## src/hw/kbse_pkg.sv

```systemverilog
// constants and the serial state enum shared by the keyboard scan encoder
// assumes a 100 MHz core clock; all counts are derived from it here
package kbse_pkg;
  localparam int CLK_PERIOD_NS = 10;
  // bus cycle of a 3.840 MHz crystal divided by four
  localparam int BUS_CYC_NS = 1040;
  localparam int BUS_CYC = BUS_CYC_NS / CLK_PERIOD_NS;
  localparam int TICK_DIV = 100;
  localparam int CLICK_MS = 10;
  localparam int CLICK_CYC_DEF = CLICK_MS * 1000000 / CLK_PERIOD_NS;

  // address regions by a[15:14]; a[13:12] split the rom region
  localparam logic [1:0] RGN_OPT = 2'h1;
  localparam logic [1:0] RGN_PORT = 2'h2;
  localparam logic [1:0] RGN_ROM = 2'h3;
  localparam logic [15:0] VEC_BASE = 16'hFFF8;
  localparam int RAM_BYTES = 128;
  localparam int RAM_AW = 7;
  localparam logic RAM_EN = 1'b1;

  // option switch fields, closed reads 0
  localparam int OPT_BAUD_LSB = 0;
  localparam int OPT_PAR_EN = 3;
  localparam int OPT_PAR_ODD = 4;
  localparam int OPT_STOP2 = 5;

  localparam logic [5:0] SHIFT_KEY = 6'h3E;
  localparam logic [5:0] CTRL_KEY = 6'h3F;
  localparam logic [7:0] MOD_COLS = 8'hC0;
  localparam logic [5:0] NUM_LETTERS = 6'h1A;
  localparam logic [5:0] NUM_DIGITS = 6'h0A;
  localparam logic [7:0] ASC_A = 8'h61;
  localparam logic [7:0] ASC_0 = 8'h30;
  localparam logic [7:0] ASC_PUNCT = 8'h3A;
  localparam logic [7:0] CASE_BIT = 8'h20;
  localparam logic [7:0] CTRL_MASK = 8'h1F;

  typedef enum logic [2:0] {
    SER_IDLE = 3'b000,
    SER_START = 3'b001,
    SER_DATA = 3'b010,
    SER_PAR = 3'b011,
    SER_STOP = 3'b100
  } kbse_ser_e;
endpackage

```

## src/hw/kbse_buf.sv

```systemverilog
// small flop fifo with valid/ready on both sides
// assumes one clock; push and pop may coincide
`timescale 1ns/10ps
module kbse_buf #(
  parameter int W = 8,
  parameter int DEPTH = 2
) (
  input wire logic core_clk,
  input wire logic arst_n,
  input wire logic in_valid,
  output logic in_ready,
  input wire logic [W-1:0] in_data,
  output logic out_valid,
  input wire logic out_ready,
  output logic [W-1:0] out_data
);
  localparam int PW = (DEPTH > 1) ? $clog2(DEPTH) : 1;
  localparam int CW = $clog2(DEPTH + 1);
  localparam logic [PW-1:0] LAST = PW'(DEPTH - 1);
  localparam logic [CW-1:0] FULL = CW'(DEPTH);

  logic [W-1:0] mem_r [DEPTH];
  logic [PW-1:0] wr_ptr_r;
  logic [PW-1:0] rd_ptr_r;
  logic [CW-1:0] cnt_r;
  wire push = in_valid & in_ready;
  wire pop = out_valid & out_ready;

  function automatic logic [PW-1:0] bump(input logic [PW-1:0] p);
    bump = (p == LAST) ? '0 : PW'(p + 1'b1);
  endfunction

  assign in_ready = (cnt_r != FULL);
  assign out_valid = (cnt_r != '0);
  assign out_data = mem_r[rd_ptr_r];

  always_ff @(posedge core_clk) begin
    if (push) begin
      mem_r[wr_ptr_r] <= in_data;
    end
  end

  always_ff @(posedge core_clk or negedge arst_n) begin
    if (!arst_n) begin
      wr_ptr_r <= '0;
      rd_ptr_r <= '0;
      cnt_r <= '0;
    end else begin
      if (push) wr_ptr_r <= bump(wr_ptr_r);
      if (pop) rd_ptr_r <= bump(rd_ptr_r);
      cnt_r <= CW'(cnt_r + push - pop);
    end
  end
endmodule

```

## src/hw/kbse_top.sv

```systemverilog
// keyboard controller: bus decode, key matrix scan, ascii queue, serial out
// assumes bus inputs and key columns are synchronous to core_clk
//
// Contract
// - reset vectors at top of memory always land in the second rom
// - bus clock phase derived from crystal rate, 1.04 us per bus cycle
// - 128 bytes internal ram, always enabled, only read/write memory
// - selects only with address in range, qualifier high and phase high
// - option 4000-7FFF, port adapter 8000-BFFF, rom1 E000, rom2 at top
// - unused address lines ignored, devices alias inside their region
// - six-way option switch readable; closed reads 0, open reads 1
// - bus phase divided by 100 gives the 9.6 kHz tick
// - tick feeds the adapter control input that raises the interrupt
// - adapter ports drive rows, sense columns, make serial data and flags
// - serial output activity fires a click pulse for relay and led
// - rows driven to 1 in turn; pressed key reads column 0
// - 64 keys each addressed by a unique row and column
// - one read of a key is taken as valid, no debounce
// - press and release kept in a 64 bit table; shift/ctrl shape ascii
// - scan loops forever; at most one new character per full scan
// - queued characters shift out one bit per qualifying tick
`timescale 1ns/10ps
module kbse_top import kbse_pkg::*; #(
  parameter int CLICK_CYC = CLICK_CYC_DEF,
  parameter int TICK_N = TICK_DIV
) (
  input wire logic core_clk,
  input wire logic arst_n,
  input wire logic [15:0] bus_addr,
  input wire logic valid_bus_address_qualifier,
  input wire logic bus_wr,
  input wire logic [7:0] bus_wdata,
  input wire logic [5:0] opt_sw,
  input wire logic [7:0] col_in,
  input wire logic host_ready,
  output logic bus_phase_r,
  output logic sel_opt_r,
  output logic sel_port_r,
  output logic sel_rom1_r,
  output logic sel_rom2_r,
  output logic rd_valid_r,
  output logic [7:0] rd_data_r,
  output logic [7:0] row_drv_r,
  output logic port_control_input_a_r,
  output logic ser_out_r,
  output logic tx_busy_r,
  output logic click_r
);
  localparam logic [6:0] BUS_LAST = 7'(BUS_CYC - 1);
  localparam logic [6:0] BUS_HALF = 7'(BUS_CYC / 2);
  // divider must fit 7 bits; a shorter one only serves to speed up sims
  localparam logic [6:0] TICK_LAST = 7'(TICK_N - 1);
  localparam int CKW = $clog2(CLICK_CYC + 1);

  // bus phase and tick
  logic [6:0] bus_cnt_r;
  logic [6:0] tick_cnt_r;
  wire e_tick = (bus_cnt_r == BUS_LAST);
  wire tick = e_tick & (tick_cnt_r == TICK_LAST);
  wire [6:0] bus_cnt_nxt = e_tick ? 7'h00 : 7'(bus_cnt_r + 7'h01);

  always_ff @(posedge core_clk or negedge arst_n) begin
    if (!arst_n) begin
      bus_cnt_r <= 7'h00;
      tick_cnt_r <= 7'h00;
      bus_phase_r <= 1'b0;
      port_control_input_a_r <= 1'b0;
    end else begin
      bus_cnt_r <= bus_cnt_nxt;
      bus_phase_r <= (bus_cnt_nxt >= BUS_HALF);
      if (e_tick) tick_cnt_r <= tick ? 7'h00 : 7'(tick_cnt_r + 7'h01);
      port_control_input_a_r <= tick;
    end
  end

  // address decode; only a[15:12] and a[15:7] are looked at
  wire qual = valid_bus_address_qualifier & bus_phase_r;
  wire [1:0] rgn = bus_addr[15:14];
  wire hit_opt = qual & (rgn == RGN_OPT);
  wire hit_port = qual & (rgn == RGN_PORT);
  wire hit_rom = qual & (rgn == RGN_ROM) & bus_addr[13];
  wire hit_rom2 = hit_rom & bus_addr[12];
  wire hit_rom1 = hit_rom & ~bus_addr[12];
  wire hit_ram = qual & RAM_EN & (bus_addr[15:7] == 9'h000);
  wire [RAM_AW-1:0] ram_idx = bus_addr[RAM_AW-1:0];
  logic [7:0] ram_r [RAM_BYTES];

  // ram contents are data, not control state: no reset
  always_ff @(posedge core_clk) begin
    if (hit_ram & bus_wr) ram_r[ram_idx] <= bus_wdata;
  end

  always_ff @(posedge core_clk or negedge arst_n) begin
    if (!arst_n) begin
      sel_opt_r <= 1'b0;
      sel_port_r <= 1'b0;
      sel_rom1_r <= 1'b0;
      sel_rom2_r <= 1'b0;
      rd_valid_r <= 1'b0;
      rd_data_r <= 8'h00;
    end else begin
      sel_opt_r <= hit_opt;
      sel_port_r <= hit_port;
      sel_rom1_r <= hit_rom1;
      sel_rom2_r <= hit_rom2;
      rd_valid_r <= (hit_opt | hit_ram) & ~bus_wr;
      rd_data_r <= hit_opt ? {2'b00, opt_sw} :
                   (hit_ram & ~bus_wr) ? ram_r[ram_idx] : 8'h00;
    end
  end

  // key matrix scan, one row per bus cycle
  logic [2:0] row_idx_r;
  logic [63:0] key_state_r;
  logic took_r;
  logic pend_v_r;
  logic [7:0] pend_d_r;
  wire f_in_ready;

  function automatic logic [2:0] hot_idx(input logic [7:0] v);
    hot_idx = 3'h0;
    for (int i = 7; i >= 0; i--) begin
      if (v[i]) hot_idx = 3'(i);
    end
  endfunction

  function automatic logic [7:0] key_to_ascii(input logic [5:0] k,
                                              input logic sh, input logic ct);
    logic [7:0] a;
    a = 8'h00;
    if (k < NUM_LETTERS) begin
      a = 8'(ASC_A + {2'b00, k});
      if (sh) a = a & ~CASE_BIT;
    end else if (k < NUM_LETTERS + NUM_DIGITS) begin
      a = 8'(ASC_0 + {2'b00, k} - {2'b00, NUM_LETTERS});
    end else begin
      a = 8'(ASC_PUNCT + {2'b00, k} - {2'b00, NUM_LETTERS} - {2'b00, NUM_DIGITS});
    end
    key_to_ascii = ct ? (a & CTRL_MASK) : a;
  endfunction

  wire [7:0] pressed = ~col_in;
  wire [5:0] row_base = {row_idx_r, 3'b000};
  wire [7:0] old_row = key_state_r[row_base +: 8];
  wire [7:0] mod_row = (row_idx_r == 3'h7) ? MOD_COLS : 8'h00;
  // one key taken per scan; others stay unmarked and come next scan
  wire take_ok = ~took_r & ~pend_v_r;
  wire [7:0] cand = pressed & ~old_row & ~mod_row & {8{take_ok}};
  wire [7:0] pick = cand & 8'(~cand + 8'h01);
  wire [7:0] row_new = (old_row & pressed) | (pressed & mod_row) | pick;
  wire [5:0] key_idx = {row_idx_r, hot_idx(pick)};
  wire capture = e_tick & (pick != 8'h00);
  wire [7:0] asc = key_to_ascii(key_idx, key_state_r[SHIFT_KEY], key_state_r[CTRL_KEY]);

  always_ff @(posedge core_clk or negedge arst_n) begin
    if (!arst_n) begin
      row_idx_r <= 3'h0;
      row_drv_r <= 8'h01;
      key_state_r <= 64'h0000_0000_0000_0000;
      took_r <= 1'b0;
    end else if (e_tick) begin
      key_state_r[row_base +: 8] <= row_new;
      row_idx_r <= 3'(row_idx_r + 3'h1);
      row_drv_r <= 8'h01 << 3'(row_idx_r + 3'h1);
      took_r <= (row_idx_r == 3'h7) ? 1'b0 : (took_r | capture);
    end
  end

  always_ff @(posedge core_clk or negedge arst_n) begin
    if (!arst_n) begin
      pend_v_r <= 1'b0;
      pend_d_r <= 8'h00;
    end else if (capture) begin
      pend_v_r <= 1'b1;
      pend_d_r <= asc;
    end else if (f_in_ready) begin
      pend_v_r <= 1'b0;
    end
  end

  // character queue
  wire f_valid;
  wire [7:0] f_data;
  logic [2:0] ser_state_r;
  wire f_pop = (ser_state_r == SER_IDLE) & port_control_input_a_r & f_valid & host_ready;

  kbse_buf #(.W(8), .DEPTH(2)) u_buf (
    .core_clk(core_clk),
    .arst_n(arst_n),
    .in_valid(pend_v_r),
    .in_ready(f_in_ready),
    .in_data(pend_d_r),
    .out_valid(f_valid),
    .out_ready(f_pop),
    .out_data(f_data)
  );

  // serial framer, stepped only by the tick
  logic [7:0] shreg_r;
  logic [2:0] bit_cnt_r;
  logic [7:0] div_r;
  logic par_r;
  logic [CKW-1:0] click_cnt_r;
  wire [7:0] div_load = 8'(8'h01 << opt_sw[OPT_BAUD_LSB +: 3]) - 8'h01;
  wire bit_end = port_control_input_a_r & (div_r == 8'h00);
  wire [2:0] stop_xtra = {2'b00, opt_sw[OPT_STOP2]};

  always_ff @(posedge core_clk or negedge arst_n) begin
    if (!arst_n) begin
      ser_state_r <= SER_IDLE;
      ser_out_r <= 1'b1;
      shreg_r <= 8'h00;
      bit_cnt_r <= 3'h0;
      div_r <= 8'h00;
      par_r <= 1'b0;
    end else if (f_pop) begin
      ser_state_r <= SER_START;
      ser_out_r <= 1'b0;
      shreg_r <= f_data;
      bit_cnt_r <= 3'h0;
      div_r <= div_load;
      par_r <= opt_sw[OPT_PAR_ODD];
    end else if (bit_end && ser_state_r != SER_IDLE) begin
      div_r <= div_load;
      unique case (ser_state_r)
        SER_START, SER_DATA: begin
          if (ser_state_r == SER_DATA && bit_cnt_r == 3'h7) begin
            ser_state_r <= opt_sw[OPT_PAR_EN] ? SER_PAR : SER_STOP;
            ser_out_r <= opt_sw[OPT_PAR_EN] ? par_r : 1'b1;
            bit_cnt_r <= stop_xtra;
          end else begin
            ser_state_r <= SER_DATA;
            ser_out_r <= shreg_r[0];
            par_r <= par_r ^ shreg_r[0];
            shreg_r <= {1'b0, shreg_r[7:1]};
            if (ser_state_r == SER_DATA) bit_cnt_r <= 3'(bit_cnt_r + 3'h1);
          end
        end
        SER_PAR: begin
          ser_state_r <= SER_STOP;
          ser_out_r <= 1'b1;
        end
        SER_STOP: begin
          if (bit_cnt_r != 3'h0) bit_cnt_r <= 3'(bit_cnt_r - 3'h1);
          else ser_state_r <= SER_IDLE;
        end
        default: ser_state_r <= SER_IDLE;
      endcase
    end else if (port_control_input_a_r && div_r != 8'h00) begin
      div_r <= 8'(div_r - 8'h01);
    end
  end

  // click: retriggerable, so a fast burst reads as one long click
  always_ff @(posedge core_clk or negedge arst_n) begin
    if (!arst_n) begin
      click_cnt_r <= '0;
      click_r <= 1'b0;
      tx_busy_r <= 1'b0;
    end else begin
      click_cnt_r <= f_pop ? CKW'(CLICK_CYC - 1) :
                     (click_cnt_r != '0) ? CKW'(click_cnt_r - 1'b1) : click_cnt_r;
      click_r <= f_pop | (click_cnt_r != '0);
      tx_busy_r <= (ser_state_r != SER_IDLE);
    end
  end

  // checks
  logic [7:0] gap_r;
  logic seen_r;
  always_ff @(posedge core_clk or negedge arst_n) begin
    if (!arst_n) begin
      gap_r <= 8'h00;
      seen_r <= 1'b0;
    end else begin
      gap_r <= port_control_input_a_r ? {7'h00, e_tick} : 8'(gap_r + e_tick);
      seen_r <= seen_r | port_control_input_a_r;
    end
  end
endmodule

```

## config.mk

```make
export PLATFORM = sky130hd
export DESIGN_NAME = kbse_top
export DESIGN_NICKNAME = d
export VERILOG_FILES = /design/src/hw/kbse_pkg.sv /design/src/hw/kbse_buf.sv /design/src/hw/kbse_top.sv
export SDC_FILE = /design/constraint.sdc
export NUM_CORES = 1
export LEC_CHECK = 0
export BUFFER_PORTS_ARGS = -buffer_cell sky130_fd_sc_hd__buf_4
export CORE_ASPECT_RATIO = 0.7
export CORE_UTILIZATION = 50
export CTS_CLUSTER_DIAMETER = 200
export DETAILED_ROUTE_END_ITERATION = 16
export PLACE_DENSITY = 0.66
export SYNTH_ARGS = -nofsm -noshare
export SYNTH_HDL_FRONTEND = slang
export SYNTH_SLANG_ARGS = --single-unit
```

## constraint.sdc

```tcl
create_clock -name core_clk -period 6.08 [get_ports core_clk]
set_input_delay 1.216 -clock core_clk [delete_from_list [all_inputs] [get_ports core_clk]]
set_output_delay 1.216 -clock core_clk [all_outputs]
set_load 0.1 [all_outputs]
```

Yosys cells after proc, flatten, opt, wreduce, memory -nomap -nowiden
Memories as Yosys holds them, arrays and structs flattened.
Cells that the tools add are included.

word-level totals
  memories = 2
  logic and storage cells = 195
  output and inout bits = 26
  memory bits (writable) = 1,040
  flip-flop bits (word level) = 164
  input bits = 43

cells by class
  reduce and logical (&&, ||, !) cells = 24
  magnitude comparators = 3
  bitwise operators = 40
  multiplexer cells = 57
  eq/ne operators = 16
  add/subtract/negate cells = 20
  shift operators = 5

memories
  memory       depth  bits a word  rd ports  clocked after Yosys merged registers in  wr ports  line            RTL
  ram_r        128    8            1         0                                        1         kbse_top.sv:86  logic [7:0] ram_r [RAM_BYTES];
  u_buf.mem_r  2      8            1         0                                        1         kbse_buf.sv:22  logic [W-1:0] mem_r [DEPTH];

operators with widths
  operator                                               count
  two-way mux 8 bit                                      13
  bitwise mux 64 bit                                     1
  variable shift 8 x 8 -> 64 bit (first input constant)  1
  indexed part select 64 x 7 -> 8 bit                    1
  indexed part select 8 x 8 -> 64 bit                    1
  two-way mux 3 bit                                      18
  bitwise AND 8 bit                                      6
  two-way mux 20 bit                                     2
  inverter 8 bit                                         4
  bitwise AND 1 bit                                      20
  nonzero test 20 bit                                    1
  subtractor 20 x 1 -> 20 bit (second input constant)    1
  two-way mux 1 bit                                      17
  OR 8 bit                                               2
  nonzero test 8 bit                                     2
  left shift 1 x 3 -> 8 bit (first input constant)       2
  subtractor 7 x 5 -> 8 bit (second input constant)      2
  subtractor 8 x 1 -> 8 bit (second input constant)      2
  nonzero test 3 bit                                     5
  adder 6 x 6 -> 7 bit (first input constant)            2
  adder 7 x 1 -> 7 bit (second input constant)           2
  == test 7 bit (second input constant)                  2
  two-way mux 7 bit                                      2
  nonzero test 2 bit                                     5
  35 further kinds                                       51

Depth between registers and ports, before layout
  depth after elaboration = 22
  gate-level depth with buffers = 15
  depth with buffers taken out = 13

Modules after synthesis
From an unflattened synthesis, not the netlist that was laid out.

unflattened totals
  cells, all modules = 3,026
  area, all modules = 47,347.9 µm²

by module, submodules not included
  module    area each (µm²)  cells each  seq. area each (µm²)  instances
  kbse_top  46,538.4         2,979       34,755.8              1
  kbse_buf  809.5            47          580.6                 1

Least setup slack after synthesis
Ideal clock, no wire load.

  path type = input to register
  from = in bus_addr[1]
  to = mem ram_r[45][0], enable pin
  data arrival time = 3,387 ps
  library setup time = 370 ps
  data required time = 5,710 ps
  cell stages on the path = 9
  slack = 2,323 ps
  path buffers = 6
  path through = buf_2 buf_2 and3b_1 clkbuf_1 clkbuf_1 buf_1 nand2_1 clkbuf_1 nor2_1

RTL lines
  what         line            RTL
  from (decl)  kbse_top.sv:29  input wire logic [15:0] bus_addr,
  to (decl)    kbse_top.sv:86

No word-level cell before the write port.

Final worst setup path
  from = in bus_addr[1]
  to = reg rd_data_r[3]

between the ends
  word-level cells in the longest chain between the ends = 3

ends and longest elaborated chain
  what                  line             RTL
  memory (128 x 8 bit)  -
  two-way mux 8 bit     kbse_top.sv:108  (hit_ram & ~bus_wr) ? ram_r[ram_idx] : 8'h00;
  two-way mux 8 bit     kbse_top.sv:107  rd_data_r <= hit_opt ? {2'b00, opt_sw} :
  to (signal assigned)  kbse_top.sv:107
  to (decl)             kbse_top.sv:42   output logic [7:0] rd_data_r,

Every way passes these cells.
A chain may end at the register's enable or synchronous reset.

==> out/metrics.yaml <==
status: "finished clean"
power_leakage_nw: 17.4
start_kind: "input port"
htreeDepth: 3
synth_edf_count: 1040
start_util: 0.509
period_minus_slack_ps: 4430
arrival_ps: 5000
drive_gt1_frac: 0.156
worst-setup-path-type: "in -> reg"
yosysWarnings: 0
synth_seq_area_share: 0.747
firstDrtPassIters: 9
area_growth_syn_to_layout_pct: 12.7
hold_viol: 0
routedWlPerCell_um: 30.7
cap_violations: 0
ys_ff_latch: 1204
clk_latency_ps: 710
grt_pass1_wl_um: 200000
routed_wl_um: 137000
post-route-period-util: 0.728
die_w_um: 370
slew_headroom: 0.0734
drtAntennaViolNets: 0
antenna_found_initial: 4
setup_violations: 0
hold_class: "reg -> reg"
maxClockFrequency_mhz: 226
synth_nets: 3067
post_cts_buffers: 0
layout_common_cells: "edfxtp_1 (1040), nor2_1 (213), buf_4 (213), a22oi_1 (194), nand2_1 (188)"
grt_pass1_vias: 28700
whs_ps: 458
drc: 0
die_h_um: 259
synthFlopType: "edfxtp_1"
synth.distinct_cells: 90
critPathBufInv: 4
port_buffers: 68
syn_inst: 3000
maxSlewViolCount: 0
cts_resized: 0
grt_overflow: 0
cts_root_buf: "clkbuf_16"
cp_cell_sequence: "buf_4 > buf_4 > nand2b_1 > nor2_4 > buf_4 > buf_4 > a22oi_1 > a31oi_1 > nor4_1 > nand2_1 > a311oi_1 > o21ai_0"
clk_pin_slew_ps: 60
async_flop_share: 0.136
required_ps: 6650
cp_slowest_stage_delay_ps: 910
ioPinCount: 69
die-area_um2: 95800
avgSynthCellArea_um2: 15.8
tightest_slew_ps: 1380
core-area_um2: 92900
cp_top_family: "simple AND/OR/NAND/NOR gates"
cts_sinks: 1204
skew_ps: 31.0
via_per_inst: 6.65
cts-buffers-inserted: 107
crit_top_cell: "buf_4"
grt_max_degree: 93
rsz0062_at_grt: "no"
final_common_cell: "edfxtp_1"
cts_tree: "yes"
dr.first_iter.drc_count: 4790
end_kind: "register"
clockBufferDepth: 3
place_congestion: 0.953
multiInputGateArea_um2: 11100
crit_fanout: 37
grt_usage: 0.287
seq_area_um2: 35300
final_nets: 3211
syn_area_um2: 47300
via_count: 29700
setup_tns_ps: 0
fill_cells: 7026
slowest_stage: "nor4_1"
power_density_nw_per_um2: 310
rows: 93
post-dp-hpwl_um: 86400
peakVddDrop_mv: 0.297
hold_buffers: 0
[cell type report]
| cell class | count | area share |
|---|---|---|
| flip-flops and latches | 1204 | 0.663 |
| well taps | 1235 | 0.0290 |
| clock buffers | 142 | 0.0558 |
| inverters | 30 | 0.00211 |
| repair buffers | 221 | 0.0328 |
| diodes | 2 | 0.0000939 |
| multi-input cells | 1580 | 0.208 |
| clock inverters | 49 | 0.00913 |
[registers in the layout, indices dropped and copies added, names as in the netlist, 7 cells and up]
name and flops:
bus_cnt_r 7, click_cnt_r 20, div_r 8, key_state_r 64
pend_d_r 8, ram_r 1024, rd_data_r 8, row_drv_r 8
shreg_r 8, tick_cnt_r 7, u_buf.mem_r 16
[power breakdown]
group / leakage, nW / switching [mW] / total, mW / internal, mW
Combinational: 4.63 / 0.527 / 0.728 / 0.201
Clock: 1.68 / 2.99 / 6.80 / 3.81
Sequential: 11.1 / 0.00435 / 8.98 / 8.98
Total: 17.4 / 3.52 / 16.5 / 13.0
[kinds of logic (layout without fill, tap and decap cells)]
family,count (synthesis),in the layout,share of synthesized area
compound gates,764,764,0.121
fa+ha+maj,24,24,0.00635
flops,1204,1204,0.747
simple gates,606,606,0.0600
xor+xnor,36,36,0.00667
other cells,0,2,0
mux,150,150,0.0391
buf+inv,216,442,0.0196
[synthesized netlist by cell type, types with 43 or more instances]
cell type / instances / share of area
a21oi_1: 63 / 0.0067
a221oi_1: 140 / 0.026
edfxtp_1: 1040 / 0.66
buf_2: 43 / 0.0046
mux2_2: 63 / 0.015
a22oi_1: 194 / 0.031
mux2i_1: 65 / 0.014
nand2_1: 188 / 0.015
o21ai_0: 69 / 0.0073
nor2_1: 217 / 0.017
clkbuf_1: 105 / 0.0083
a22o_1: 87 / 0.016
dfrtp_1: 162 / 0.086
a31oi_1: 79 / 0.010
[through the flow]
step	setup WS [ps]	total power [mW]	instances	utilization	cell area, um2
floorplan	2320	9.48	3000	-	47300
global placement	1240	9.85	4270	0.537	49800
detailed placement	1230	9.86	4270	0.537	49800
CTS	1980	16.5	4461	0.574	53300
global route	1680	16.9	4462	0.574	53300
finish	1650	16.5	4463	0.574	53300
[layer usage]
layer / vias to the layer above / share of wire / GRT usage
met1: 15000 / 0.41 / 0.436
met2: 2138 / 0.43 / 0.402
met4: 2 / 0.028 / 0.0832
met3: 271 / 0.13 / 0.0802
met5: - / 0.000080 / 0
li1: 12300 / - / -
[final timing paths]
kind | cells after the start | endpoint | startpoint | slack, ps
worst max-delay path | 12 | rd_data_r[3]$_DFF_PN0_ | bus_addr[1] | 1650
worst min-delay path | 1 | bus_cnt_r[0]$_DFF_PN0_ | bus_cnt_r[0]$_DFF_PN0_ | 460
worst max register to register | 10 | pend_d_r[4]$_DFFE_PN0P_ | row_idx_r[0]$_DFFE_PN0P_ | 2110
worst min register to register | 1 | bus_cnt_r[0]$_DFF_PN0_ | bus_cnt_r[0]$_DFF_PN0_ | 460
max in group asynchronous | 2 | key_state_r[45]$_DFFE_PN0P_ | arst_n | 4350
min in group asynchronous | 1 | bus_cnt_r[3]$_DFF_PN0_ | arst_n | 580
[worst register-to-register path: cells and delay by family, from the launching register on]
kind	cells	cell delay, ps
flip-flops	1	1120
AND/OR/NAND/NOR	5	1360
adder cells (fa/ha/maj)	1	300
multiplexers	1	450
AO/OA/AOI/OAI	3	620
Power figures use the tool's default switching activity.
